<file path="src/verilog/tsc_pkg.sv">
`default_nettype none
package tsc_pkg;
  // register pointer values
  localparam logic [7:0] ADDR_CONFIG = 8'h03;
  localparam logic [7:0] ADDR_UPPER_HI = 8'h04;
  localparam logic [7:0] ADDR_UPPER_LO = 8'h05;
  localparam logic [7:0] ADDR_LOWER_HI = 8'h06;
  localparam logic [7:0] ADDR_LOWER_LO = 8'h07;
  localparam logic [7:0] PTR_RESET = 8'h00;
  localparam logic [7:0] RD_UNMAPPED = 8'h00;
  // reset values
  localparam logic [7:0] CONFIG_RESET = 8'h00;
  localparam logic [15:0] UPPER_RESET = 16'h2000;
  localparam logic [15:0] LOWER_RESET = 16'h0500;
  localparam logic [15:0] RESULT_RESET = 16'h0000;
  // configuration field positions
  localparam int FQ_LSB = 0;
  localparam int FQ_MSB = 1;
  localparam int CRIT_POL_BIT = 2;
  localparam int ALARM_POL_BIT = 3;
  localparam int STYLE_BIT = 4;
  localparam int MODE_LSB = 5;
  localparam int MODE_MSB = 6;
  localparam int RES_BIT = 7;
  // operation modes
  localparam logic [1:0] MODE_CONT = 2'h0;
  localparam logic [1:0] MODE_ONE_SHOT = 2'h1;
  localparam logic [1:0] MODE_SPS = 2'h2;
  localparam logic [1:0] MODE_SHUTDOWN = 2'h3;
  // fault counter saturates at the deepest queue
  localparam logic [2:0] FAULT_MAX = 3'h4;
  // low three bits are flags, not value, at 13-bit resolution
  localparam logic [15:0] LOW_RES_MASK = 16'hFFF8;
  // timing
  localparam int unsigned MCLK_HZ = 10_000_000;
  localparam int unsigned CYC_PER_MS = MCLK_HZ / 1000;
  localparam int unsigned ONE_SHOT_MS = 240;
  localparam int unsigned SPS_CONV_MS = 60;
  localparam int unsigned SPS_PERIOD_MS = 1000;
  localparam int CNT_W = 24;
  typedef enum logic [1:0] {
    TSC_IDLE = 2'b00,
    TSC_CONVERT = 2'b01,
    TSC_WAIT = 2'b10
  } tsc_seq_e;
endpackage
`default_nettype wire

</file>
<file path="src/verilog/tsc_conv_seq.sv">
`default_nettype none
module tsc_conv_seq #(
  parameter int unsigned CONV_CYCLES = 2_400_000,
  parameter int unsigned SPS_CONV_CYCLES = 600_000,
  parameter int unsigned SPS_PERIOD_CYCLES = 10_000_000
) (
  input wire logic mclk,
  input wire logic nrst,
  input wire logic [1:0] mode,
  input wire logic mode_written,
  output logic adc_run,
  output logic sample
);
  typedef struct packed {
    tsc_pkg::tsc_seq_e state;
    logic [tsc_pkg::CNT_W-1:0] count;
    logic sample;
  } tsc_seq_s;

  tsc_seq_s s;
  tsc_seq_s next_s;

  function automatic logic [tsc_pkg::CNT_W-1:0] conv_len(input logic [1:0] m);
    if (m == tsc_pkg::MODE_SPS) begin
      conv_len = tsc_pkg::CNT_W'(SPS_CONV_CYCLES - 1);
    end else begin
      conv_len = tsc_pkg::CNT_W'(CONV_CYCLES - 1);
    end
  endfunction

  ////////////////////////////////////////////////////////////////////////////
  always_comb begin
    next_s = s;
    next_s.sample = 1'b0;
    if (mode_written) begin
      // a config write restarts the sequence; one-shot starts only here
      next_s.state = tsc_pkg::TSC_IDLE;
      if (mode != tsc_pkg::MODE_SHUTDOWN) begin
        next_s.state = tsc_pkg::TSC_CONVERT;
        next_s.count = conv_len(mode);
      end
    end else begin
      case (s.state)
        tsc_pkg::TSC_IDLE: begin
          if (mode == tsc_pkg::MODE_CONT || mode == tsc_pkg::MODE_SPS) begin
            next_s.state = tsc_pkg::TSC_CONVERT;
            next_s.count = conv_len(mode);
          end
        end
        tsc_pkg::TSC_CONVERT: begin
          if (s.count == '0) begin
            next_s.sample = 1'b1;
            if (mode == tsc_pkg::MODE_CONT) begin
              next_s.count = conv_len(mode);
            end else if (mode == tsc_pkg::MODE_SPS) begin
              next_s.state = tsc_pkg::TSC_WAIT;
              next_s.count = tsc_pkg::CNT_W'(SPS_PERIOD_CYCLES - SPS_CONV_CYCLES - 1);
            end else begin
              next_s.state = tsc_pkg::TSC_IDLE;
            end
          end else begin
            next_s.count = s.count - 1'b1;
          end
        end
        tsc_pkg::TSC_WAIT: begin
          if (s.count == '0) begin
            next_s.state = tsc_pkg::TSC_CONVERT;
            next_s.count = conv_len(mode);
          end else begin
            next_s.count = s.count - 1'b1;
          end
        end
        default: next_s.state = tsc_pkg::TSC_IDLE;
      endcase
    end
  end

  always_ff @(posedge mclk) begin
    if (!nrst) begin
      s.state <= tsc_pkg::TSC_IDLE;
      s.count <= '0;
      s.sample <= 1'b0;
    end else begin
      s <= next_s;
    end
  end

  assign adc_run = (s.state == tsc_pkg::TSC_CONVERT);
  assign sample = s.sample;
endmodule // tsc_conv_seq
`default_nettype wire

</file>
<file path="src/verilog/tsc_limits.sv">
// Summary of operation
// - fault-queue code 00..11 needs 1..4 consecutive faults before alarms assert
// - faults accumulate to the selected count so noise cannot trigger alarms
// - config bit 2 sets critical output level; 0 low, 1 high, reset 0
// - config bit 3 sets alarm output level; 0 low, 1 high, reset 0
// - config bit 4 picks style for both outputs; 0 interrupt, 1 comparator
// - mode 00 converts continuously, restarting right after each result
// - mode 01 runs a single 240 ms conversion then stops
// - mode 10 converts 60 ms once per second and idles between
// - mode 11 stops conversions while register access keeps working
// - config bit 7 picks 13-bit or 16-bit result resolution
// - result strictly above upper limit is an overtemperature fault
// - overtemperature drives the alarm output through queue, level and style
// - result strictly below lower limit is an undertemperature fault
// - undertemperature drives the alarm output through queue, level and style
// - limits are 16-bit twos complement, compared signed
// - upper limit high byte at 0x04, pointer auto-increments to 0x05
// - lower limit high byte at 0x06, pointer auto-increments to 0x07
// - upper limit resets to the 64 C code
// - lower limit resets to the 10 C code
// - hysteresis 0..15 C moves upper and critical down, lower up, for release
// - in one-shot and per-second modes a mode write returns done flag high
`default_nettype none
module tsc_limits #(
  parameter int unsigned CONV_CYCLES = tsc_pkg::ONE_SHOT_MS * tsc_pkg::CYC_PER_MS,
  parameter int unsigned SPS_CONV_CYCLES = tsc_pkg::SPS_CONV_MS * tsc_pkg::CYC_PER_MS,
  parameter int unsigned SPS_PERIOD_CYCLES = tsc_pkg::SPS_PERIOD_MS * tsc_pkg::CYC_PER_MS
) (
  input wire logic mclk,
  input wire logic nrst,
  input wire logic reg_ptr_load,
  input wire logic [7:0] reg_ptr_value,
  input wire logic reg_wr,
  input wire logic [7:0] reg_wr_data,
  input wire logic reg_rd,
  output logic [7:0] reg_rd_data,
  input wire logic temp_read,
  input wire logic status_read,
  input wire logic [15:0] adc_value,
  input wire logic [15:0] critical_limit,
  input wire logic [3:0] hysteresis,
  output logic adc_run,
  output logic adc_high_res,
  output logic [15:0] temp_result,
  output logic conv_done_n,
  output logic alarm_pin_o,
  output logic alarm_pin_oe,
  output logic critical_output_o,
  output logic critical_output_oe
);
  typedef struct packed {
    logic [7:0] ptr;
    logic [7:0] cfg;
    logic [15:0] upper;
    logic [15:0] lower;
    logic [7:0] rd_data;
    logic [15:0] result;
    logic rdy_n;
    logic [2:0] int_cnt;
    logic [2:0] crit_cnt;
    logic int_act;
    logic crit_act;
  } tsc_lim_s;

  tsc_lim_s s;
  tsc_lim_s next_s;
  logic sample;
  logic access;
  logic cfg_wr;
  logic [15:0] masked;
  logic signed [16:0] res_sx;
  logic signed [16:0] hyst_sx;
  logic over;
  logic under;
  logic crit_over;
  logic in_band;
  logic crit_clear;
  logic [2:0] int_next_cnt;
  logic [2:0] crit_next_cnt;
  logic int_hit;
  logic crit_hit;

  ////////////////////////////////////////////////////////////////////////////
  function automatic logic signed [16:0] sx(input logic [15:0] v);
    sx = $signed({v[15], v});
  endfunction

  function automatic logic [2:0] count_fault(input logic [2:0] cnt, input logic out);
    if (!out) begin
      count_fault = 3'h0;
    end else if (cnt == tsc_pkg::FAULT_MAX) begin
      count_fault = cnt;
    end else begin
      count_fault = cnt + 3'h1;
    end
  endfunction

  function automatic logic pin_level(input logic act, input logic pol);
    pin_level = act ? pol : ~pol;
  endfunction

  ////////////////////////////////////////////////////////////////////////////
  tsc_conv_seq #(
    .CONV_CYCLES(CONV_CYCLES),
    .SPS_CONV_CYCLES(SPS_CONV_CYCLES),
    .SPS_PERIOD_CYCLES(SPS_PERIOD_CYCLES)
  ) u_seq (
    .mclk(mclk),
    .nrst(nrst),
    // next value, so a config write restarts the sequencer in the new mode
    .mode(next_s.cfg[tsc_pkg::MODE_MSB:tsc_pkg::MODE_LSB]),
    .mode_written(cfg_wr),
    .adc_run(adc_run),
    .sample(sample)
  );

  ////////////////////////////////////////////////////////////////////////////
  // pointer load wins; a data access in the same cycle is dropped
  assign access = (reg_rd || reg_wr) && !reg_ptr_load;
  assign cfg_wr = reg_wr && !reg_ptr_load && (s.ptr == tsc_pkg::ADDR_CONFIG);

  // 13-bit mode: low three bits carry flags elsewhere, so compare without them
  assign masked = s.cfg[tsc_pkg::RES_BIT] ? adc_value
                                          : (adc_value & tsc_pkg::LOW_RES_MASK);
  assign res_sx = sx(masked);
  assign hyst_sx = sx({5'h00, hysteresis, 7'h00});
  // 17-bit arithmetic keeps limit plus hysteresis from wrapping
  assign over = res_sx > sx(s.upper);
  assign under = res_sx < sx(s.lower);
  assign crit_over = res_sx > sx(critical_limit);
  assign in_band = (res_sx <= sx(s.upper) - hyst_sx)
                && (res_sx >= sx(s.lower) + hyst_sx);
  assign crit_clear = res_sx <= sx(critical_limit) - hyst_sx;

  assign int_next_cnt = count_fault(s.int_cnt, over || under);
  assign crit_next_cnt = count_fault(s.crit_cnt, crit_over);
  assign int_hit = int_next_cnt > {1'b0, s.cfg[tsc_pkg::FQ_MSB:tsc_pkg::FQ_LSB]};
  assign crit_hit = crit_next_cnt > {1'b0, s.cfg[tsc_pkg::FQ_MSB:tsc_pkg::FQ_LSB]};

  ////////////////////////////////////////////////////////////////////////////
  always_comb begin
    next_s = s;
    // register port
    if (reg_ptr_load) begin
      next_s.ptr = reg_ptr_value;
    end else if (access) begin
      next_s.ptr = s.ptr + 8'h01;
    end
    if (reg_rd && !reg_ptr_load) begin
      case (s.ptr)
        tsc_pkg::ADDR_CONFIG: next_s.rd_data = s.cfg;
        tsc_pkg::ADDR_UPPER_HI: next_s.rd_data = s.upper[15:8];
        tsc_pkg::ADDR_UPPER_LO: next_s.rd_data = s.upper[7:0];
        tsc_pkg::ADDR_LOWER_HI: next_s.rd_data = s.lower[15:8];
        tsc_pkg::ADDR_LOWER_LO: next_s.rd_data = s.lower[7:0];
        default: next_s.rd_data = tsc_pkg::RD_UNMAPPED;
      endcase
    end
    if (reg_wr && !reg_ptr_load) begin
      case (s.ptr)
        tsc_pkg::ADDR_CONFIG: next_s.cfg = reg_wr_data;
        tsc_pkg::ADDR_UPPER_HI: next_s.upper[15:8] = reg_wr_data;
        tsc_pkg::ADDR_UPPER_LO: next_s.upper[7:0] = reg_wr_data;
        tsc_pkg::ADDR_LOWER_HI: next_s.lower[15:8] = reg_wr_data;
        tsc_pkg::ADDR_LOWER_LO: next_s.lower[7:0] = reg_wr_data;
        default: next_s.ptr = next_s.ptr;
      endcase
    end

    // conversion-done flag: a new result wins over either release
    if (temp_read) begin
      next_s.rdy_n = 1'b1;
    end
    if (cfg_wr && (reg_wr_data[tsc_pkg::MODE_MSB:tsc_pkg::MODE_LSB] == tsc_pkg::MODE_ONE_SHOT
        || reg_wr_data[tsc_pkg::MODE_MSB:tsc_pkg::MODE_LSB] == tsc_pkg::MODE_SPS)) begin
      next_s.rdy_n = 1'b1;
    end

    // release paths first so that a same-cycle fault set wins
    if (s.cfg[tsc_pkg::STYLE_BIT]) begin
      if (sample && in_band) begin
        next_s.int_act = 1'b0;
      end
      if (sample && crit_clear) begin
        next_s.crit_act = 1'b0;
      end
    end else if (status_read) begin
      next_s.int_act = 1'b0;
      next_s.crit_act = 1'b0;
    end

    if (sample) begin
      next_s.result = masked;
      next_s.rdy_n = 1'b0;
      next_s.int_cnt = int_next_cnt;
      next_s.crit_cnt = crit_next_cnt;
      if (int_hit) begin
        next_s.int_act = 1'b1;
      end
      if (crit_hit) begin
        next_s.crit_act = 1'b1;
      end
    end
    // a config rewrite restarts the queue count
    if (cfg_wr) begin
      next_s.int_cnt = 3'h0;
      next_s.crit_cnt = 3'h0;
    end
  end

  always_ff @(posedge mclk) begin
    if (!nrst) begin
      s.ptr <= tsc_pkg::PTR_RESET;
      s.cfg <= tsc_pkg::CONFIG_RESET;
      s.upper <= tsc_pkg::UPPER_RESET;
      s.lower <= tsc_pkg::LOWER_RESET;
      s.rd_data <= tsc_pkg::RD_UNMAPPED;
      s.result <= tsc_pkg::RESULT_RESET;
      s.rdy_n <= 1'b1;
      s.int_cnt <= 3'h0;
      s.crit_cnt <= 3'h0;
      s.int_act <= 1'b0;
      s.crit_act <= 1'b0;
    end else begin
      s <= next_s;
    end
  end

  ////////////////////////////////////////////////////////////////////////////
  // open drain: the pin is pulled low while enabled, released when high
  assign reg_rd_data = s.rd_data;
  assign temp_result = s.result;
  assign conv_done_n = s.rdy_n;
  assign adc_high_res = s.cfg[tsc_pkg::RES_BIT];
  assign alarm_pin_o = 1'b0;
  assign alarm_pin_oe = ~pin_level(s.int_act, s.cfg[tsc_pkg::ALARM_POL_BIT]);
  assign critical_output_o = 1'b0;
  assign critical_output_oe = ~pin_level(s.crit_act, s.cfg[tsc_pkg::CRIT_POL_BIT]);
endmodule // tsc_limits
`default_nettype wire

</file>
<file path="config.mk">
export PLATFORM = sky130hd
export DESIGN_NAME = tsc_limits
export DESIGN_NICKNAME = d
export VERILOG_FILES = /design/src/verilog/tsc_pkg.sv /design/src/verilog/tsc_conv_seq.sv /design/src/verilog/tsc_limits.sv
export SDC_FILE = /design/constraint.sdc
export NUM_CORES = 1
export LEC_CHECK = 0
export BUFFER_PORTS_ARGS = -buffer_cell sky130_fd_sc_hd__clkbuf_2
export CAP_MARGIN = 0
export CORE_UTILIZATION = 39
export CTS_BUF_LIST = sky130_fd_sc_hd__clkbuf_8 sky130_fd_sc_hd__clkbuf_16
export DETAILED_ROUTE_END_ITERATION = 12
export PLACE_DENSITY_LB_ADDON = 0.15
export SLEW_MARGIN = 5
export SYNTH_ARGS = -nofsm -noshare
export SYNTH_HDL_FRONTEND = slang
export SYNTH_SLANG_ARGS = --single-unit
</file>
<file path="constraint.sdc">
create_clock -name mclk -period 9.3 [get_ports mclk]
set_input_delay 2.325 -clock mclk [delete_from_list [all_inputs] [get_ports mclk]]
set_output_delay 2.325 -clock mclk [all_outputs]
set_load 0.01 [all_outputs]
</file>
# Yosys cells after proc, flatten, opt, wreduce, memory -nomap -nowiden
# Cells that the tools add are included.
# classes
reduce_logical	27
eq_ne	19
bitwise	6
mux	40
add_sub_neg	7
order_cmp	8
# op_table
op	count
24-bit two-way mux	4
24-bit case mux with 3 select lines	1
26-bit two-way mux	2
8-bit two-way mux	6
8-bit case mux with 5 select lines	1
39-bit two-way mux	1
16-bit by 17-bit less-or-equal comparator with 1-bit output	2
16-bit by 12-bit subtractor with 17-bit output	2
8-bit by 3-bit equality test with 1-bit output (second input constant)	4
16-bit greater-than comparator	2
25-bit two-way mux	1
24-bit zero test	1
24-bit by 1-bit subtractor with 24-bit output (second input constant)	1
22-bit two-way mux	1
16-bit by 12-bit adder with 17-bit output	1
16-bit by 17-bit greater-or-equal comparator with 1-bit output	1
16-bit < comparator	1
3-bit two-way mux	5
2-bit two-way mux	6
2-bit AND reduction	5
1-bit two-way mux	9
9-bit two-way mux	1
8-bit by 1-bit adder with 8-bit output (second input constant)	1
8-bit by 2-bit equality test with 1-bit output (second input constant)	1
other kinds (23)	47
# word_totals
in_bits	59
register_bits	108

# Logic depth before layout (Yosys ltp)
# logic_depth
word_depth	9
mapped_depth	17

# Modules after synthesis
# Synthesis repeated with hierarchy kept, for this count alone.
# unflattened
hier_cells	1061
hier_area_um2	8833.5
# modules_own_cells
mod	seq_area_each_um2	area_per_inst_um2	n_inst	cells_each
tsc_limits	1621.6	6566.3	1	772
tsc_conv_seq	540.5	2267.2	1	289

# Worst setup path after synthesis
# OpenSTA, ideal clock, no wires.
# synth_timing
kind	input port to flip-flop
startpoint	input port hysteresis[1]
endpoint	register s[1] (netlist name)
cell_stages	14
path_buffers	0
arrival_ns	5.075
path_slack_ns	4.103
cell_sequence	inv_1 > ha_1 > a21o_1 > a21o_1 > a211oi_1 > xnor2_1 > ha_1 > o21ai_0 > o21bai_1 > a21oi_1 > o21ai_0 > a2111oi_0 > o31ai_1 > a311o_1
# synth_between
elab_chain_len	8
# synth_rtl
element	line	rtl
start, declared	tsc_limits.sv:41	input wire logic [3:0] hysteresis,
16-bit by 12-bit subtractor with 17-bit output / 16-bit by 12-bit adder with 17-bit output (equally long branches)	tsc_limits.sv:131, tsc_limits.sv:132	
16-bit by 17-bit less-or-equal comparator with 1-bit output / 16-bit by 17-bit greater-or-equal comparator with 1-bit output (equally long branches)	tsc_limits.sv:131, tsc_limits.sv:132	
1-bit logical AND *	tsc_limits.sv:132	&& (res_sx >= sx(s.lower) + hyst_sx);
1-bit logical AND *	tsc_limits.sv:181	if (sample && in_band) begin
1-bit two-way mux *	tsc_limits.sv:181	
2-bit two-way mux *	tsc_limits.sv:180	if (s.cfg[tsc_pkg::STYLE_BIT]) begin
1-bit two-way mux	tsc_limits.sv:197	if (int_hit) begin
9-bit two-way mux *	tsc_limits.sv:192	if (sample) begin
end signal, assigned	tsc_limits.sv:225	s <= next_s;
end, declared	tsc_limits.sv:65	tsc_lim_s s;
# Mark *: on every way between the ends. The rest lies on a longest branch, timed or not.
# A chain may end at the register's enable or synchronous reset.

# Worst setup path after layout
# layout_timing
startpoint	input port hysteresis[1]
endpoint	register s[0] (netlist name)
# layout_between
elab_chain_len	7
# layout_rtl
element	line	rtl
16-bit by 12-bit subtractor with 17-bit output *	tsc_limits.sv:133	assign crit_clear = res_sx <= sx(critical_limit) - hyst_sx;
16-bit by 17-bit less-or-equal comparator with 1-bit output *	tsc_limits.sv:133	
1-bit logical AND *	tsc_limits.sv:184	if (sample && crit_clear) begin
1-bit two-way mux *	tsc_limits.sv:184	
2-bit two-way mux *	tsc_limits.sv:180	
1-bit two-way mux	tsc_limits.sv:200	if (crit_hit) begin
9-bit two-way mux *	tsc_limits.sv:192	
# Marked as above.

==> report_table.html <==
<table>
<tr><th>Metric</th><th>Value</th></tr>
<tr><th colspan="2">Drt</th></tr>
<tr><td>Drt wl/cell</td><td>17.6 um</td></tr>
<tr><td>Residual DRC</td><td>0</td></tr>
<tr><td>Post-route ant nets</td><td>0</td></tr>
<tr><td>Detailed Route WL</td><td>24.1 mm</td></tr>
<tr><td>Vias per cell</td><td>5.63</td></tr>
<tr><td>DR iter-0 viols</td><td>555</td></tr>
<tr><td>First-pass DRT Iterations</td><td>7</td></tr>
<tr><td>Via count of the routed design</td><td>7700</td></tr>
<tr><th colspan="2">Placed design</th></tr>
<tr><td>Number of port buffers</td><td>87</td></tr>
<tr><td>GPL Wtd Cong</td><td>0.928</td></tr>
<tr><td>Estimated wirelength of the detail-placed design</td><td>18.1 mm</td></tr>
<tr><td>Dpl cells</td><td>1351</td></tr>
<tr><th colspan="2">Finish</th></tr>
<tr><td>Share of post-route cells with drive strength above 1</td><td>11.6%</td></tr>
<tr><td>Inserted Diodes</td><td>0</td></tr>
<tr><td>Final instance count without filler cells</td><td>1367</td></tr>
<tr><td>Synthesis-to-layout area growth</td><td>8.09%</td></tr>
<tr><td># nets final</td><td>1256</td></tr>
<tr><th colspan="2">Logic synthesis</th></tr>
<tr><td>Post-synth EDFFs</td><td>0</td></tr>
<tr><td>Proportion of synthesized chip area in sequential cells</td><td>25.4%</td></tr>
<tr><td>Synthesized-area fraction occupied by ao, oa, aoi and oai cells</td><td>23.0%</td></tr>
<tr><td>Multiplexer share of the synthesized area</td><td>2.12%</td></tr>
<tr><td>Summed instance area of the synthesized netlist</td><td>0.00850 mm^2</td></tr>
<tr><td>Most repeated cell in the gate-level netlist after synthesis</td><td>dfxtp_1</td></tr>
<tr><td>Cells after synthesis</td><td>1055</td></tr>
<tr><td>Combinational family with the most area after synthesis</td><td>compound AO/OA/AOI/OAI gates</td></tr>
<tr><td>Yosys top cell by area</td><td>dfxtp_1</td></tr>
<tr><td>Synthesis-stage register bit count</td><td>108</td></tr>
<tr><td>Share of synthesized cell area in full adder, half adder and majority cells</td><td>16.5%</td></tr>
<tr><td>Yosys top cell area share</td><td>25.4%</td></tr>
<tr><td>Simple logic cell fraction of the synthesized area</td><td>21.7%</td></tr>
<tr><td>Leading cell types by total area after synthesis</td><td>dfxtp_1 25%, ha_1 16%, nand2_1 4.6%</td></tr>
<tr><td>Post-synthesis xor/xnor area fraction</td><td>3.51%</td></tr>
<tr><td>Main synth FF type</td><td>dfxtp_1</td></tr>
<tr><td>Avg Synthesized Cell Area</td><td>8.05 um^2</td></tr>
<tr><td>Count of unique library cells instantiated by Yosys</td><td>76</td></tr>
<tr><td>Async set-reset flop share out of synthesis</td><td>0%</td></tr>
<tr><td>Top cells by count, synth</td><td>108 x dfxtp_1, 107 x ha_1, 104 x nand2_1, 68 x inv_1</td></tr>
<tr><td>Number of warning messages in the yosys log</td><td>0</td></tr>
<tr><th colspan="2">Setup path</th></tr>
<tr><td>Crit path kind</td><td>in2reg</td></tr>
<tr><td>Critical-path top delay cell</td><td>a211oi_1</td></tr>
<tr><td>Category of the worst setup path capture point</td><td>register</td></tr>
<tr><td>Worst endpoint data arrival time</td><td>5.62 ns</td></tr>
<tr><td>Critical-path maximum fanout</td><td>5</td></tr>
<tr><td>Critical path required time</td><td>9.55 ns</td></tr>
<tr><td>Critical path cell sequence</td><td>clkbuf_2 &gt; inv_1 &gt; ha_1 &gt; a21o_1 &gt; a21o_1 &gt; a211oi_1 &gt; xnor2_1 &gt; ha_1 &gt; nand4_1 &gt; nor2_1 &gt; nand2_1 &gt; o211ai_1 &gt; a41oi_1 &gt; o21a_1 &gt; o311ai_0</td></tr>
<tr><td>Critical path startpoint category</td><td>primary input</td></tr>
<tr><td>CP max stage delay</td><td>0.53 ns</td></tr>
<tr><th colspan="2">GRT</th></tr>
<tr><td>Largest net degree at the start of global routing</td><td>103</td></tr>
<tr><td>Global-route wire length before repair</td><td>38.9 mm</td></tr>
<tr><td>Via count of the first global-routing pass</td><td>7249</td></tr>
<tr><td>Total grt overflow</td><td>0</td></tr>
<tr><td>Number of antenna violations at the first check in global routing</td><td>0</td></tr>
<tr><td>Global Route Usage Sum</td><td>22.2%</td></tr>
<tr><th colspan="2">Floorplanning</th></tr>
<tr><td>Standard-cell rows</td><td>53</td></tr>
<tr><td>Die height</td><td>150 um</td></tr>
<tr><td>Overall die area</td><td>0.0224 mm^2</td></tr>
<tr><td>Die width</td><td>150 um</td></tr>
<tr><td>Number of I/O pins</td><td>90</td></tr>
<tr><td>Core region area</td><td>0.0212 mm^2</td></tr>
<tr><td>Starting density of the core</td><td>40.0%</td></tr>
<tr><th colspan="2">Timing</th></tr>
<tr><td>Endpoints failing setup</td><td>0</td></tr>
<tr><td>Transition time at the pin with the least slew margin</td><td>0.998 ns</td></tr>
<tr><td>Rel. slew slack</td><td>33.5%</td></tr>
<tr><td>Final hold violation count</td><td>0</td></tr>
<tr><td>Peak clock frequency supported by timing</td><td>186 MHz</td></tr>
<tr><td>Worst setup skew after layout</td><td>0.0166 ns</td></tr>
<tr><td>Final sum of negative setup slack</td><td>0 ns</td></tr>
<tr><td>Minimum period implied by the final worst setup slack</td><td>5.37 ns</td></tr>
<tr><td>Final Cycle Share</td><td>57.8%</td></tr>
<tr><td>Unrepaired setup endpoints after global routing</td><td>false</td></tr>
<tr><td>Max-slew violation total from the final report</td><td>0</td></tr>
<tr><th colspan="2">Outcome</th></tr>
<tr><td>Outcome</td><td>finished, final reports clean</td></tr>
<tr><th colspan="2">CTS</th></tr>
<tr><td>Post_cts resized</td><td>0</td></tr>
<tr><td>Cts-stage hold buffer count</td><td>0</td></tr>
<tr><td>Clock Latency Late Sink</td><td>0.36 ns</td></tr>
<tr><td>Clk sink count</td><td>108</td></tr>
<tr><td>Library cell used as clock root buffer</td><td>clkbuf_16</td></tr>
<tr><td>Max Root-Sink Buffers</td><td>2</td></tr>
<tr><td>Setup Buffers After CTS</td><td>0</td></tr>
<tr><td>Number of buffers inserted during clock tree synthesis</td><td>9</td></tr>
<tr><td>Htree depth</td><td>3</td></tr>
<tr><td>Worst-path clk slew</td><td>0.08 ns</td></tr>
<tr><td>CTS tree</td><td>built</td></tr>
<tr><th colspan="2">Pwr</th></tr>
<tr><td>P_leak</td><td>3.63 nW</td></tr>
<tr><td>P per Cell Area</td><td>126 mW/mm^2</td></tr>
<tr><td>Overall Power</td><td>1.16 mW</td></tr>
<tr><td>Highest ir drop seen on vdd</td><td>0.0000761 V</td></tr>
<tr><th colspan="2">Job</th></tr>
<tr><td>MaxCap Viol Count</td><td>0</td></tr>
<tr><th colspan="2">Worst hold path</th></tr>
<tr><td>Hold Path Class</td><td>reg2reg</td></tr>
</table>
metrics by stage:
stage          hold slack [ns]  area (um^2)  setup slack, ns  util (%)
3_3_place_gp             0.470         8910             3.59      42.0
5_1_grt                  0.520         9180             3.64      43.3
3_5_place_dp             0.473         8910             3.56      42.0
2_1_floorplan            0.447         8500             4.10         -
4_1_cts                  0.485         9180             3.91      43.3
6_report                 0.479         9180             3.93      43.3
routing by layer:
metal  share of wire [%]  vias up  GRT usage, %
met1                  48     3606          30.6
met2                  45      182          35.3
met4                 2.4        0          7.81
met5                   0        -             0
met3                 4.4       28          2.74
li1                    -     3884             -
kinds of logic after synthesis:
group,count (synthesis)
buf+inv,138
mux,18
other cells,1
simple gates,358
fa+ha+maj,110
flops,108
compound gates,288
xor+xnor,34
layout by cell type (no fill, tap or decap), drive strengths merged, types with 8 or more instances in the layout:
master / netlist / final
nand4: 15 / 15
nand2: 104 / 104
nor3: 25 / 25
nor2: 47 / 47
and2: 16 / 16
ha: 107 / 107
o21ai: 61 / 61
mux2i: 18 / 18
a31oi: 10 / 10
nor2b: 28 / 28
nor4: 9 / 9
a211oi: 9 / 9
nand3: 66 / 66
xor2: 10 / 10
inv: 68 / 73
a21o: 15 / 15
a221oi: 9 / 9
xnor2: 24 / 24
dfxtp: 108 / 108
nand2b: 8 / 8
a222oi: 8 / 8
clkbuf: 37 / 96
a21oi: 66 / 66
a21boi: 46 / 46
flip-flops by register name, summed over array words and instances (netlist names):
register / cells
u_seq.s: 26
u_seq.sample: 1
adc_high_res: 1
s: 55
temp_result: 16
reg_rd_data: 8
conv_done_n: 1
power by group:
group | internal (mW) | total [mW] | leakage (nW) | switching [mW]
Sequential | 0.481 | 0.506 | 0.878 | 0.0246
Clock | 0.184 | 0.377 | 0.145 | 0.193
Combinational | 0.110 | 0.274 | 2.61 | 0.164
path summary, 6_finish.rpt:
check | from | cells after the start | end | slack (ns)
setup / recovery | hysteresis[1] | 15 | s[0] | 3.93
hold / removal | temp_result[0] | 2 | temp_result[0] | 0.48
setup reg to reg | s[74] | 7 | u_seq.s[16] | 5.79
hold reg to reg | temp_result[0] | 2 | temp_result[0] | 0.48
worst max-delay path: cells and delay by family:
| family | cells | cell delay [ns] |
|---|---|---|
| compound gates | 7 | 1.66 |
| fa+ha+maj | 2 | 0.62 |
| xor+xnor | 1 | 0.18 |
| simple gates | 3 | 0.53 |
| buf+inv | 2 | 0.30 |
area by class of cell:
type	count	area [um^2]
tap	275	344
inverter	68	255
sequential	108	2160
multi-input combinational	810	5690
clock buffer	9	225
timing repair buffer	90	458
fill	2184	12000
clock inverter	7	50.0
Note: power is estimated with default switching activity, not from simulation.
